===== config.mk =====
export PLATFORM = sky130hd
export DESIGN_NAME = drop_motion_detect
export DESIGN_NICKNAME = d
export VERILOG_FILES = /design/src/hdl/motion_pkg.sv /design/src/hdl/axis_if.sv /design/src/hdl/drop_motion_detect.sv /design/src/hdl/wake_filter.sv
export VERILOG_INCLUDE_DIRS = /design/src /design/src/hdl
export SDC_FILE = /design/constraint.sdc
export NUM_CORES = 1
export LEC_CHECK = 0
export BUFFER_PORTS_ARGS = -buffer_cell sky130_fd_sc_hd__buf_2
export CORE_MARGIN = 8
export CORE_UTILIZATION = 59
export DETAILED_ROUTE_END_ITERATION = 8
export GPL_TIMING_DRIVEN = 0
export PLACE_DENSITY_LB_ADDON = 0.2
export SLEW_MARGIN = 30
export SYNTH_ARGS = -nofsm -noshare
export SYNTH_HDL_FRONTEND = slang
export SYNTH_HIERARCHICAL = 1
export SYNTH_SLANG_ARGS = --single-unit

===== constraint.sdc =====
create_clock -name core_clk -period 5.55 [get_ports core_clk]
set_input_delay 1.11 -clock core_clk [delete_from_list [all_inputs] [get_ports core_clk]]
set_output_delay 1.11 -clock core_clk [all_outputs]
set_load 0.03 [all_outputs]

===== src/hdl/motion_cfg.svh =====
// constants for the drop and motion event detector
`ifndef MOTION_CFG_SVH
`define MOTION_CFG_SVH
`define SAMPLE_W 16
`define FULL_SCALE_W 2
`define DROP_DUR_W 6
`define DROP_THS_W 3
`define WAKE_THS_W 6
`define WAKE_DURATION_FIELD_W 2
// free-fall level table in mg, per threshold code
`define DROP_MG_0 10'd156
`define DROP_MG_1 10'd219
`define DROP_MG_2 10'd250
`define DROP_MG_3 10'd312
`define DROP_MG_4 10'd344
`define DROP_MG_5 10'd406
`define DROP_MG_6 10'd469
`define DROP_MG_7 10'd500
// full scale of 2 g spans 2000 mg over half the signed sample range
`define FS_BASE_MG 16'd2000
// wake threshold step is full scale divided by 64
`define WAKE_STEP_SHIFT 6
// source word bit positions
`define SRC_X_BIT 0
`define SRC_Y_BIT 1
`define SRC_Z_BIT 2
`define SRC_WAKE_BIT 3
`define SRC_DROP_BIT 5
`endif


===== src/hdl/motion_pkg.sv =====
// types shared by the drop and motion event detector
package motion_pkg;
  typedef logic [2:0] axis_bits_t;
  typedef logic [5:0] source_word_t;
endpackage


===== src/hdl/axis_if.sv =====
// per-axis filtered sample carrier between detector and axis filter
`timescale 1ns/1ps
interface axis_if #(parameter int W = 16);
  logic [W-1:0] raw_x;
  logic [W-1:0] raw_y;
  logic [W-1:0] raw_z;
  logic [W-1:0] mag_x;
  logic [W-1:0] mag_y;
  logic [W-1:0] mag_z;
  modport src (output raw_x, output raw_y, output raw_z, input mag_x, input mag_y, input mag_z);
  modport filt (input raw_x, input raw_y, input raw_z, output mag_x, output mag_y, output mag_z);
endinterface


===== src/hdl/drop_motion_detect.sv =====
// free-fall and wake-up event detector with two event pins
`timescale 1ns/1ps
`include "motion_cfg.svh"
// Notes on behaviour
// free fall when all three axes sit inside the zero-g zone
// free fall only after the zone holds the programmed duration
// needs global enable; per-pin drop routing; drop flag always in source
// without latch, free-fall output drops once zone is left
// latched routed drop holds the pin until source read clears it
// latch has no effect on an event routed to neither pin
// drop threshold code maps to 156..500 mg regardless of scale
// drop duration is a six-bit count of sample periods
// wake uses slope filter when select is 0, high-pass when 1
// wake when absolute filtered value exceeds threshold for enough samples
// wake threshold six bits, step is full scale over 64
// wake duration two bits, one sample period per step
// zero wake duration raises wake on every exceeding sample
// wake needs enable and routing; source shows wake and axis flags
// without latch, wake output drops once data falls below threshold
// latched routed wake holds the pin until source read clears it
// slope is half of current minus previous, previous zero at start
// single exceeding sample gives a one sample period wake pulse
// host ignores or avoids the first-sample spurious wake
// several events on one pin combine by OR
// polarity 0 gives active high pins, 1 gives active low
// detectors step once per sample, counters reset when condition fails
// source read returns current flags and clears latched indications
module drop_motion_detect
  import motion_pkg::*;
#(
  parameter int W = `SAMPLE_W
) (
  input wire logic core_clk,
  input wire logic rst_b,
  input wire logic sample_stb,
  input wire logic [W-1:0] accel_x,
  input wire logic [W-1:0] accel_y,
  input wire logic [W-1:0] accel_z,
  input wire logic [`FULL_SCALE_W-1:0] accel_full_scale,
  input wire logic events_enable,
  input wire logic latch_request,
  input wire logic wake_filter_select,
  input wire logic pin_polarity_select,
  input wire logic pin1_drop_route,
  input wire logic pin2_drop_route,
  input wire logic pin1_wake_route,
  input wire logic pin2_wake_route,
  input wire logic [`DROP_THS_W-1:0] drop_threshold_code,
  input wire logic [`DROP_DUR_W-1:0] drop_duration_count,
  input wire logic [`WAKE_THS_W-1:0] wake_threshold_field,
  input wire logic [`WAKE_DURATION_FIELD_W-1:0] wake_duration_field,
  input wire logic source_read,
  output logic [5:0] motion_source_reg,
  output logic event_pin_one,
  output logic event_pin_two
);
  // carrier between this detector and its filter
  axis_if #(.W(W)) ax ();
  // duration counters and live event flags
  logic [`DROP_DUR_W-1:0] drop_cnt_q;
  logic [`DROP_DUR_W-1:0] drop_cnt_d;
  logic [`WAKE_DURATION_FIELD_W:0] wake_cnt_q;
  logic [`WAKE_DURATION_FIELD_W:0] wake_cnt_d;
  logic drop_live_q;
  logic drop_live_d;
  logic wake_live_q;
  logic wake_live_d;
  axis_bits_t axis_q;
  axis_bits_t axis_d;
  // latched indications, source word and pin registers
  logic drop_latch_q;
  logic drop_latch_d;
  logic wake_latch_q;
  logic wake_latch_d;
  source_word_t src_q;
  source_word_t src_d;
  logic pin1_q;
  logic pin1_d;
  logic pin2_q;
  logic pin2_d;
  // thresholds in sample counts
  logic [W-1:0] drop_lsb;
  logic [W-1:0] wake_lsb;
  // per axis filtered magnitude and raw sample
  logic [W-1:0] mag [3];
  logic [W-1:0] raw [3];
  // comparison results and event signals
  axis_bits_t in_zone;
  axis_bits_t over;
  logic drop_cond;
  logic wake_cond;
  logic drop_hit;
  logic wake_hit;
  logic drop_routed;
  logic wake_routed;
  logic drop_sig;
  logic wake_sig;

  // refuse widths the threshold arithmetic cannot serve
  if (W < 12 || W > 24) begin : g_bad_width
    $error("sample width must be 12 to 24 bits");
  end

  ////////////////////////////////////////////////////////////////
  // filter instance
  assign ax.raw_x = accel_x;
  assign ax.raw_y = accel_y;
  assign ax.raw_z = accel_z;

  // filter history restarts whenever events are disabled
  wake_filter #(.W(W)) u_filter (
    .core_clk(core_clk),
    .rst_b(rst_b),
    .sample_stb(sample_stb),
    .filter_enable(events_enable),
    .wake_filter_select(wake_filter_select),
    .ax(ax)
  );

  // filtered magnitudes for the wake test, raw samples for the zone test
  assign mag[0] = ax.mag_x;
  assign mag[1] = ax.mag_y;
  assign mag[2] = ax.mag_z;
  assign raw[0] = accel_x;
  assign raw[1] = accel_y;
  assign raw[2] = accel_z;

  ////////////////////////////////////////////////////////////////
  // threshold scaling: 2 g spans half the signed range
  // code to level in mg, the same at every full scale
  function automatic logic [9:0] drop_mg(input logic [2:0] code);
    unique case (code)
      3'h0: drop_mg = `DROP_MG_0;
      3'h1: drop_mg = `DROP_MG_1;
      3'h2: drop_mg = `DROP_MG_2;
      3'h3: drop_mg = `DROP_MG_3;
      3'h4: drop_mg = `DROP_MG_4;
      3'h5: drop_mg = `DROP_MG_5;
      3'h6: drop_mg = `DROP_MG_6;
      3'h7: drop_mg = `DROP_MG_7;
    endcase
  endfunction

  // magnitude of a raw sample; the most negative code stays large
  function automatic logic [W-1:0] abs_raw(input logic [W-1:0] v);
    logic [W-1:0] a;
    a = v[W-1] ? -v : v;
    abs_raw = a;
  endfunction

  always_comb begin
    logic [W+15:0] prod;
    logic [W-1:0] fs_unit;
    prod = '0;
    fs_unit = '0;
    // mg to counts at current full scale, independent of scale in mg
    prod = (W+16)'(drop_mg(drop_threshold_code)) * (W+16)'(1 << (W - 1));
    drop_lsb = W'((prod / (W+16)'(`FS_BASE_MG)) >> accel_full_scale);
    // full scale maps to half range; step is that over 64
    fs_unit = W'(1 << (W - 1));
    wake_lsb = W'(fs_unit >> `WAKE_STEP_SHIFT) * W'(wake_threshold_field);
  end

  ////////////////////////////////////////////////////////////////
  // per axis comparisons
  // zone test on raw data, wake test on filtered data
  for (genvar i = 0; i < 3; i++) begin : g_cmp
    assign in_zone[i] = abs_raw(raw[i]) <= drop_lsb;
    assign over[i] = mag[i] > wake_lsb;
  end

  assign drop_cond = &in_zone;
  assign wake_cond = |over;

  ////////////////////////////////////////////////////////////////
  // duration counters, stepped once per sample
  always_comb begin
    drop_cnt_d = drop_cnt_q;
    wake_cnt_d = wake_cnt_q;
    drop_live_d = drop_live_q;
    wake_live_d = wake_live_q;
    axis_d = axis_q;
    drop_hit = 1'b0;
    wake_hit = 1'b0;
    if (!events_enable) begin
      drop_cnt_d = '0;
      wake_cnt_d = '0;
      drop_live_d = 1'b0;
      wake_live_d = 1'b0;
      axis_d = '0;
    end else if (sample_stb) begin
      // free fall: every axis inside the zone
      if (drop_cond) begin
        // saturate so a long fall keeps the event
        if (drop_cnt_q != '1) begin
          drop_cnt_d = drop_cnt_q + 1'b1;
        end
        // count excludes this sample; N plus one samples needed
        drop_hit = drop_cnt_q >= drop_duration_count;
      end else begin
        drop_cnt_d = '0;
      end
      drop_live_d = drop_hit;
      // wake: any axis over the threshold
      if (wake_cond) begin
        // saturating count of consecutive exceeding samples
        if (wake_cnt_q != '1) begin
          wake_cnt_d = wake_cnt_q + 1'b1;
        end
        // zero duration fires on the first exceeding sample
        wake_hit = wake_cnt_q >= {1'b0, wake_duration_field};
      end else begin
        wake_cnt_d = '0;
      end
      wake_live_d = wake_hit;
      axis_d = wake_hit ? over : '0;
    end
  end

  // counter and live flag registers
  always_ff @(posedge core_clk or negedge rst_b) begin
    if (!rst_b) begin
      drop_cnt_q <= '0;
      wake_cnt_q <= '0;
      drop_live_q <= 1'b0;
      wake_live_q <= 1'b0;
      axis_q <= '0;
    end else begin
      drop_cnt_q <= drop_cnt_d;
      wake_cnt_q <= wake_cnt_d;
      drop_live_q <= drop_live_d;
      wake_live_q <= wake_live_d;
      axis_q <= axis_d;
    end
  end

  ////////////////////////////////////////////////////////////////
  // latching, source word and pins
  assign drop_routed = pin1_drop_route | pin2_drop_route;
  assign wake_routed = pin1_wake_route | pin2_wake_route;

  always_comb begin
    drop_latch_d = drop_latch_q;
    wake_latch_d = wake_latch_q;
    src_d = src_q;
    // read clears latches; a new event in the same cycle wins
    if (source_read) begin
      drop_latch_d = 1'b0;
      wake_latch_d = 1'b0;
    end
    if (!latch_request || !drop_routed || !events_enable) begin
      drop_latch_d = 1'b0;
    end else if (drop_live_q) begin
      drop_latch_d = 1'b1;
    end
    if (!latch_request || !wake_routed || !events_enable) begin
      wake_latch_d = 1'b0;
    end else if (wake_live_q) begin
      wake_latch_d = 1'b1;
    end
    drop_sig = drop_live_q | drop_latch_q;
    wake_sig = wake_live_q | wake_latch_q;
    // source word: drop, wake and axis flags
    src_d = '0;
    src_d[`SRC_DROP_BIT] = drop_sig;
    src_d[`SRC_WAKE_BIT] = wake_sig;
    // axis flags stay with the wake latch until the read
    src_d[`SRC_X_BIT] = axis_q[0] | (wake_latch_q & src_q[`SRC_X_BIT]);
    src_d[`SRC_Y_BIT] = axis_q[1] | (wake_latch_q & src_q[`SRC_Y_BIT]);
    src_d[`SRC_Z_BIT] = axis_q[2] | (wake_latch_q & src_q[`SRC_Z_BIT]);
    // pins: routed events ORed, polarity applied
    pin1_d = (pin1_drop_route & drop_sig) | (pin1_wake_route & wake_sig);
    pin2_d = (pin2_drop_route & drop_sig) | (pin2_wake_route & wake_sig);
    pin1_d = pin1_d ^ pin_polarity_select;
    pin2_d = pin2_d ^ pin_polarity_select;
  end

  // latch, source and pin registers; outputs come from flops
  always_ff @(posedge core_clk or negedge rst_b) begin
    if (!rst_b) begin
      drop_latch_q <= 1'b0;
      wake_latch_q <= 1'b0;
      src_q <= '0;
      pin1_q <= 1'b0;
      pin2_q <= 1'b0;
    end else begin
      drop_latch_q <= drop_latch_d;
      wake_latch_q <= wake_latch_d;
      src_q <= src_d;
      pin1_q <= pin1_d;
      pin2_q <= pin2_d;
    end
  end

  // read data is the registered current flags
  assign motion_source_reg = src_q;
  assign event_pin_one = pin1_q;
  assign event_pin_two = pin2_q;
endmodule


===== src/hdl/wake_filter.sv =====
// slope or high-pass wake filter, absolute value per axis
`timescale 1ns/1ps
`include "motion_cfg.svh"
module wake_filter
  import motion_pkg::*;
#(
  parameter int W = `SAMPLE_W
) (
  input wire logic core_clk,
  input wire logic rst_b,
  input wire logic sample_stb,
  input wire logic filter_enable,
  input wire logic wake_filter_select,
  axis_if.filt ax
);
  logic [W-1:0] prev_q [3];
  logic [W-1:0] prev_d [3];
  logic [W-1:0] hp_q [3];
  logic [W-1:0] hp_d [3];
  logic [W-1:0] mag [3];
  logic [W-1:0] raw [3];

  initial begin
    if (W < 4) $error("sample width too small");
  end

  assign raw[0] = ax.raw_x;
  assign raw[1] = ax.raw_y;
  assign raw[2] = ax.raw_z;

  function automatic logic [W-1:0] abs_val(input logic [W:0] v);
    logic [W:0] a;
    a = v[W] ? -v : v;
    abs_val = a[W] ? {W{1'b1}} : a[W-1:0];
  endfunction

  ////////////////////////////////////////////////////////////////
  // per axis filter, previous sample zero after disable
  for (genvar i = 0; i < 3; i++) begin : g_axis
    logic [W:0] slope;
    logic [W:0] hpf;
    always_comb begin
      slope = ($signed({raw[i][W-1], raw[i]}) - $signed({prev_q[i][W-1], prev_q[i]})) >>> 1;
      hpf = $signed({raw[i][W-1], raw[i]}) - $signed({hp_q[i][W-1], hp_q[i]});
      prev_d[i] = prev_q[i];
      hp_d[i] = hp_q[i];
      if (!filter_enable) begin
        prev_d[i] = '0;
        hp_d[i] = '0;
      end else if (sample_stb) begin
        prev_d[i] = raw[i];
        // first-order baseline tracks at 1/16 per sample
        hp_d[i] = W'($signed(hp_q[i]) + ($signed(hpf) >>> 4));
      end
      mag[i] = wake_filter_select ? abs_val(hpf) : abs_val(slope);
    end
    always_ff @(posedge core_clk or negedge rst_b) begin
      if (!rst_b) begin
        prev_q[i] <= '0;
        hp_q[i] <= '0;
      end else begin
        prev_q[i] <= prev_d[i];
        hp_q[i] <= hp_d[i];
      end
    end
  end

  assign ax.mag_x = mag[0];
  assign ax.mag_y = mag[1];
  assign ax.mag_z = mag[2];
endmodule


Word level (Yosys, flattened, before mapping)
Memories as Yosys holds them, arrays and structs flattened.
Index checks and enable logic that the tools add are counted.
Storage, ports and cells
  register bits after elaboration: 119
  memories kept: 1
  output and inout bits: 8
  logic and storage cells: 138
  bits of input ports: 79
  ROM bits: 64
Memory list
  (name not given): depth 8, bits a word 8, rd ports 1, clocked after memory_dff 0, wr ports 0, line drop_motion_detect.sv:132  | unique case (code)
Cells by class
  add/sub/neg operators: 20
  divide/modulo/power cells: 1
  equality and inequality tests: 5
  mux-type cells: 54
  shift operators: 1
  reduce and logical (&&, ||, !) cells: 14
  bitwise gates (word level): 18
  $lt $le $gt $ge: 8
Operators with widths (count)
  $mux W16: 24
  $mux W17: 6
  $neg A17 Y17: 6
  $sub A16 B16 Y17: 6
  $add A16 B13 Y16: 3
  $gt A16 B15 Y1: 3
  $le A16 B16 Y1: 3
  $neg A16 Y16: 3
  $div A25 B11 Y32 const B: 1
  $shr A32 B2 Y16: 1
  $mux W6: 4
  $mux W3: 7
  $mux W1: 13
  $or A1 B1 Y1: 9
  $and A1 B1 Y1: 7
  $add A6 B1 Y6 const B: 1
  $ge A6 B6 Y1: 1
  $ne A3 B2 Y1 const B: 2
  $ne A6 B6 Y1 const B: 1
  $reduce_bool A3 Y1: 2
  $logic_not A1 Y1: 4
  $logic_or A1 B1 Y1: 4
  $reduce_and A2 Y1: 2
  $add A3 B1 Y3 const B: 1
  6 further kinds: 7

Logic depth before layout (Yosys ltp)
  word-level depth: 13
  depth in mapped cells: 106
  mapped depth without buffers: 95

Cells and area by module
Netlist, hierarchy kept.
By module, submodules not included
  wake_filter: cells an instance 1857, times used 1, seq. area each 2402.3 µm², area an instance 14386.3 µm²
  drop_motion_detect: cells an instance 1520, times used 1, seq. area each 575.6 µm², area an instance 10920.5 µm²

Worst setup path after synthesis
Ideal clock, no wire load.
  kind: in2reg
  start: input port drop_threshold_code[1]
  end: register drop_cnt_q[5]
  buffers on the path: 11
  data required time: 5.427 ns
  cell stages on the path: 100
  library setup time: 0.123 ns
  path slack: -16.467 ns
  arrival time: 21.894 ns
  cells stage by stage: buf_2 -> inv_1 -> ha_1 -> o21a_1 -> clkbuf_1 -> ha_1 -> nand2b_1 -> a21oi_2 -> a41oi_1 -> o211ai_1 -> ha_1 -> o21ai_0 -> nor4_1 -> o31ai_1 -> a2111o_1 -> buf_2 -> nand2_1 -> ha_1 -> (+64 left out) -> o21ai_0 -> nand2b_1 -> a21oi_1 -> nor2b_1 -> o21ai_0 -> nand2b_1 -> a21oi_1 -> o21ai_0 -> a21o_1 -> a21oi_1 -> nor2_1 -> nor3_1 -> nand3_1 -> nand2_1 -> nor2_1 -> nand3_1 -> xor2_1 -> nor2_1
Between the ends
  longest elaborated chain between the ends: 8
  elaborated cells between the ends (all ways): 12
  those cells by class: div: 1; order compare: 3; eq/ne: 1; shift: 1; mux: 3; reduce/logical: 2; memory: 1
Ends and longest elaborated chain
  from (decl): line drop_motion_detect.sv:48  | input wire logic [`DROP_THS_W-1:0] drop_threshold_code,
  $mem_v2 Z8 W8 (*)
  $div A25 B11 Y32 (*): line drop_motion_detect.sv:158  | drop_lsb = W'((prod / (W+16)'(`FS_BASE_MG)) >> accel_full_scale);
  $shr A32 B2 Y16 (*): line drop_motion_detect.sv:158
  $le A16 B16 Y1: line drop_motion_detect.sv:168  | assign in_zone[i] = abs_raw(raw[i]) <= drop_lsb;
  $reduce_and A3 Y1 (*): line drop_motion_detect.sv:172  | assign drop_cond = &in_zone;
  $mux W6: line drop_motion_detect.sv:193  | if (drop_cond) begin
  $mux W6: line drop_motion_detect.sv:191  | end else if (sample_stb) begin
  $mux W6: line drop_motion_detect.sv:185  | if (!events_enable) begin
  to (signal assigned): line drop_motion_detect.sv:229  | drop_cnt_q <= drop_cnt_d;
  to (decl): line drop_motion_detect.sv:60  | logic [`DROP_DUR_W-1:0] drop_cnt_q;
Mark *: on every way between the ends. The rest lies on a longest branch, timed or not. The select of a mux whose other input is x is not followed.
A chain may end at the register's enable or synchronous reset.

Worst setup path in the final report
Same ends and word-level chain as after synthesis.

==> flow_summary.ini <==
[sta]
slew_headroom_pct = 33.64
fin_tns_setup_ns = -86.51
drv_slew = 0
period_share_pct = 320.9
finalHoldViolCount = 0
max_freq_mhz = 56.15
rsz0062_at_grt = yes
tightest_slew_ns = 0.9954
layout_setup_ws_ns = -12.26
skew_ns = 0.01367
period_needed_ns = 17.81
setup_viol = 11

[run]
cap_viol_max_count = 0

[route]
vias = 28320
drt-total-wl_um = 87990
highest_layer = met4
ant_nets = 0
drtPass1Iterations = 8
detail_route.vias_per_cell = 6.798
route.detailed.drc = 2
wl_met2_um = 39500
wl_met1_um = 37210
dr_wl_met3_um = 7704
routedWlPerCell_um = 21.12
drtIter0Drc = 2931

[floorplan]
core_area_um2 = 42700
initial_core_util_pct = 59.27
dieHeight_um = 223.1
die_area_um2 = 49780
ios = 87
die_w_um = 223.1
placementRows = 76

[worst_setup_path]
slowest_delay_ns = 0.55
critPathRequiredTime_ns = 5.89
arrival_ns = 18.15
worstSetupStartpointType = primary input
crit_path_end_kind = flip-flop
cpMostUsedCell = ha_4
cpMaxStageDelayCell = or4_4
crit_fanout = 6
critPathKind = in -> reg

[cts]
cts_tree = built
cts_sinks = 119
ctsHoldBuffers = 0
clk_pin_slew_worst_paths_ns = 0.07
clock_path_buffers = 2
cts_buffers = 17
cts_root_buffer = clkbuf_16
worstSkewPairLatency_ns = 0.46
htree_num_levels = 4

[placed_design]
dp_hpwl_um = 66700
globalplace.congestion = 0.9913
portBuffers = 84
dp_cells = 4008

[synthesis]
ys_types = 134
syn_area_um2 = 25310
postSynthNetCount = 3710
synthArstFlopShare_pct = 100.0
synth-edff-count = 0
avgSynthCellArea_um2 = 7.494
yosysWarnings = 6
postSynthCellCount = 3377
ys_seq_area_share_pct = 11.77
ys_seq_elements = 119
synth-main-ff-cell = dfrtp_1

[global_route]
grt_use_total_pct = 33.04
grt_pass1_vias = 26660
grt-ovfl-total = 0
antenna_found_initial = 4
grt_pass1_wl_um = 137200
grt_max_degree = 82

[hold_path]
hp-class = reg -> reg

[cells_and_area]
fin_nets = 3936
drive_gt1_share_pct = 16.62
fin_cells = 4166
top_regs = u_filter/hp_q (48), u_filter/prev_q (48), drop_cnt_q (6)
area_delta_synth_final_pct = 16.74

[run_status]
status = finished with violations
violations = DRC, setup timing
path summary, 6_finish.rpt:
kind	startpoint	to	slack [ns]	cells past startpoint
max in group asynchronous	rst_b	drop_cnt_q[1]	4.26	2
min reg2reg	axis_q[1]	motion_source_reg[1]	0.47	1
max	drop_threshold_code[1]	drop_cnt_q[5]	-12.26	99
min	axis_q[1]	motion_source_reg[1]	0.47	1
max reg2reg	u_filter/hp_q[0]	wake_cnt_q[0]	-0.07	22
min in group asynchronous	rst_b	u_filter/prev_q[20]	0.54	1
what timing repair did:
| item | in CTS | in global routing |
|---|---|---|
| endpoints found under the setup margin | 14 | 14 |
| resized for setup | 113 | 74 |
| cloned | 0 | 0 |
| setup buffers | 98 | 36 |
| pin swaps | 79 | 39 |
critical path, delay by kind of cell:
family                   cells  cell delay [ns]
AO/OA/AOI/OAI               32             6.87
XOR/XNOR                     2             0.38
adder cells (fa/ha/maj)     12             2.50
buffers and inverters       14             1.88
multiplexers                 2             0.48
AND/OR/NAND/NOR             37             4.87
layer usage:
| layer | GRT usage, % | up-vias |
|---|---|---|
| met3 | 5.200 | 282 |
| met2 | 53.09 | 1489 |
| met4 | 13.91 | 0 |
| met5 | 0 | - |
| met1 | 43.62 | 13510 |
| li1 | - | 13040 |
placed cells by master, fill, tap and decap left out, drive strengths merged, types with 18 or more instances in the layout:
master / netlist / layout
buf: 50 / 267
nor2: 262 / 262
nand2: 257 / 257
ha: 245 / 245
inv: 215 / 226
a21oi: 200 / 200
xnor2: 191 / 191
o21ai: 173 / 173
dfrtp: 119 / 119
mux2i: 112 / 112
nor2b: 107 / 107
clkbuf: 95 / 102
nand3: 93 / 93
nor3: 88 / 88
a31oi: 77 / 77
xor2: 76 / 76
a21o: 69 / 69
nand2b: 64 / 64
o211ai: 58 / 58
a211oi: 56 / 56
and2: 46 / 46
o21a: 44 / 44
nand4: 42 / 42
and3: 41 / 41
o31ai: 39 / 39
or2: 36 / 36
or3: 34 / 34
nor4: 33 / 33
a211o: 20 / 20
mux2: 20 / 20
or4: 20 / 20
a21boi: 19 / 19
a2bb2oi: 19 / 19
o311ai: 18 / 18
Yosys cell counts, types with 41 or more instances:
cell type / number / area share, %
nor2_1: 261 / 3.9
nand2_1: 255 / 3.8
ha_1: 245 / 12
inv_1: 207 / 3.1
a21oi_1: 197 / 3.9
xnor2_1: 189 / 6.5
o21ai_0: 162 / 3.2
dfrtp_1: 119 / 12
mux2i_1: 111 / 4.4
nor2b_1: 107 / 2.6
clkbuf_1: 95 / 1.4
nand3_1: 91 / 1.8
nor3_1: 88 / 1.7
a31oi_1: 76 / 1.9
xor2_1: 75 / 2.6
a21o_1: 66 / 2.0
nand2b_1: 64 / 1.6
o211ai_1: 56 / 1.7
a211oi_1: 53 / 1.6
and2_1: 46 / 1.1
o21a_1: 44 / 1.3
and3_1: 41 / 1.0
through the flow:
step | cell area, um^2 | worst slack, ns | util (%) | hold WS (ns)
after global routing | 29540 | -12.94 | 69.18 | 0.4856
after detailed placement | 27050 | -16.88 | 63.35 | 0.4443
after CTS | 28950 | -11.93 | 67.81 | 0.4662
final | 29540 | -12.26 | 69.19 | 0.4671
after global placement | 27000 | -16.61 | 63.24 | 0.4442
after floorplan | 25900 | -13.37 | - | 0.4202
cells by family (layout without fill, tap and decap cells):
kind of cell	after synthesis	after routing	share of synthesized area (%)
AND/OR/NAND/NOR	1202	1202	24.94
AO/OA/AOI/OAI	1033	1033	29.33
buffers and inverters	361	600	5.780
XOR/XNOR	268	268	9.419
adder cells (fa/ha/maj)	255	255	12.86
multiplexers	138	138	5.884
flip-flops	119	119	11.77
other	1	5	0.01482
cell type report:
type / instances / area [um^2]
diodes: 4 / 10.01
plain buffers: 134 / 745.7
clock buffers: 17 / 425.4
clock inverters: 15 / 151.4
fillers: 3615 / 13150
inverters: 215 / 829.5
multi-input cells: 2897 / 22170
flip-flops and latches: 119 / 2978
well taps: 546 / 683.2
repair buffers: 219 / 1549
Power is left out: the tool's default activity adds up to more than one toggle a clock period on the data nets, which glitch-free logic cannot reach.
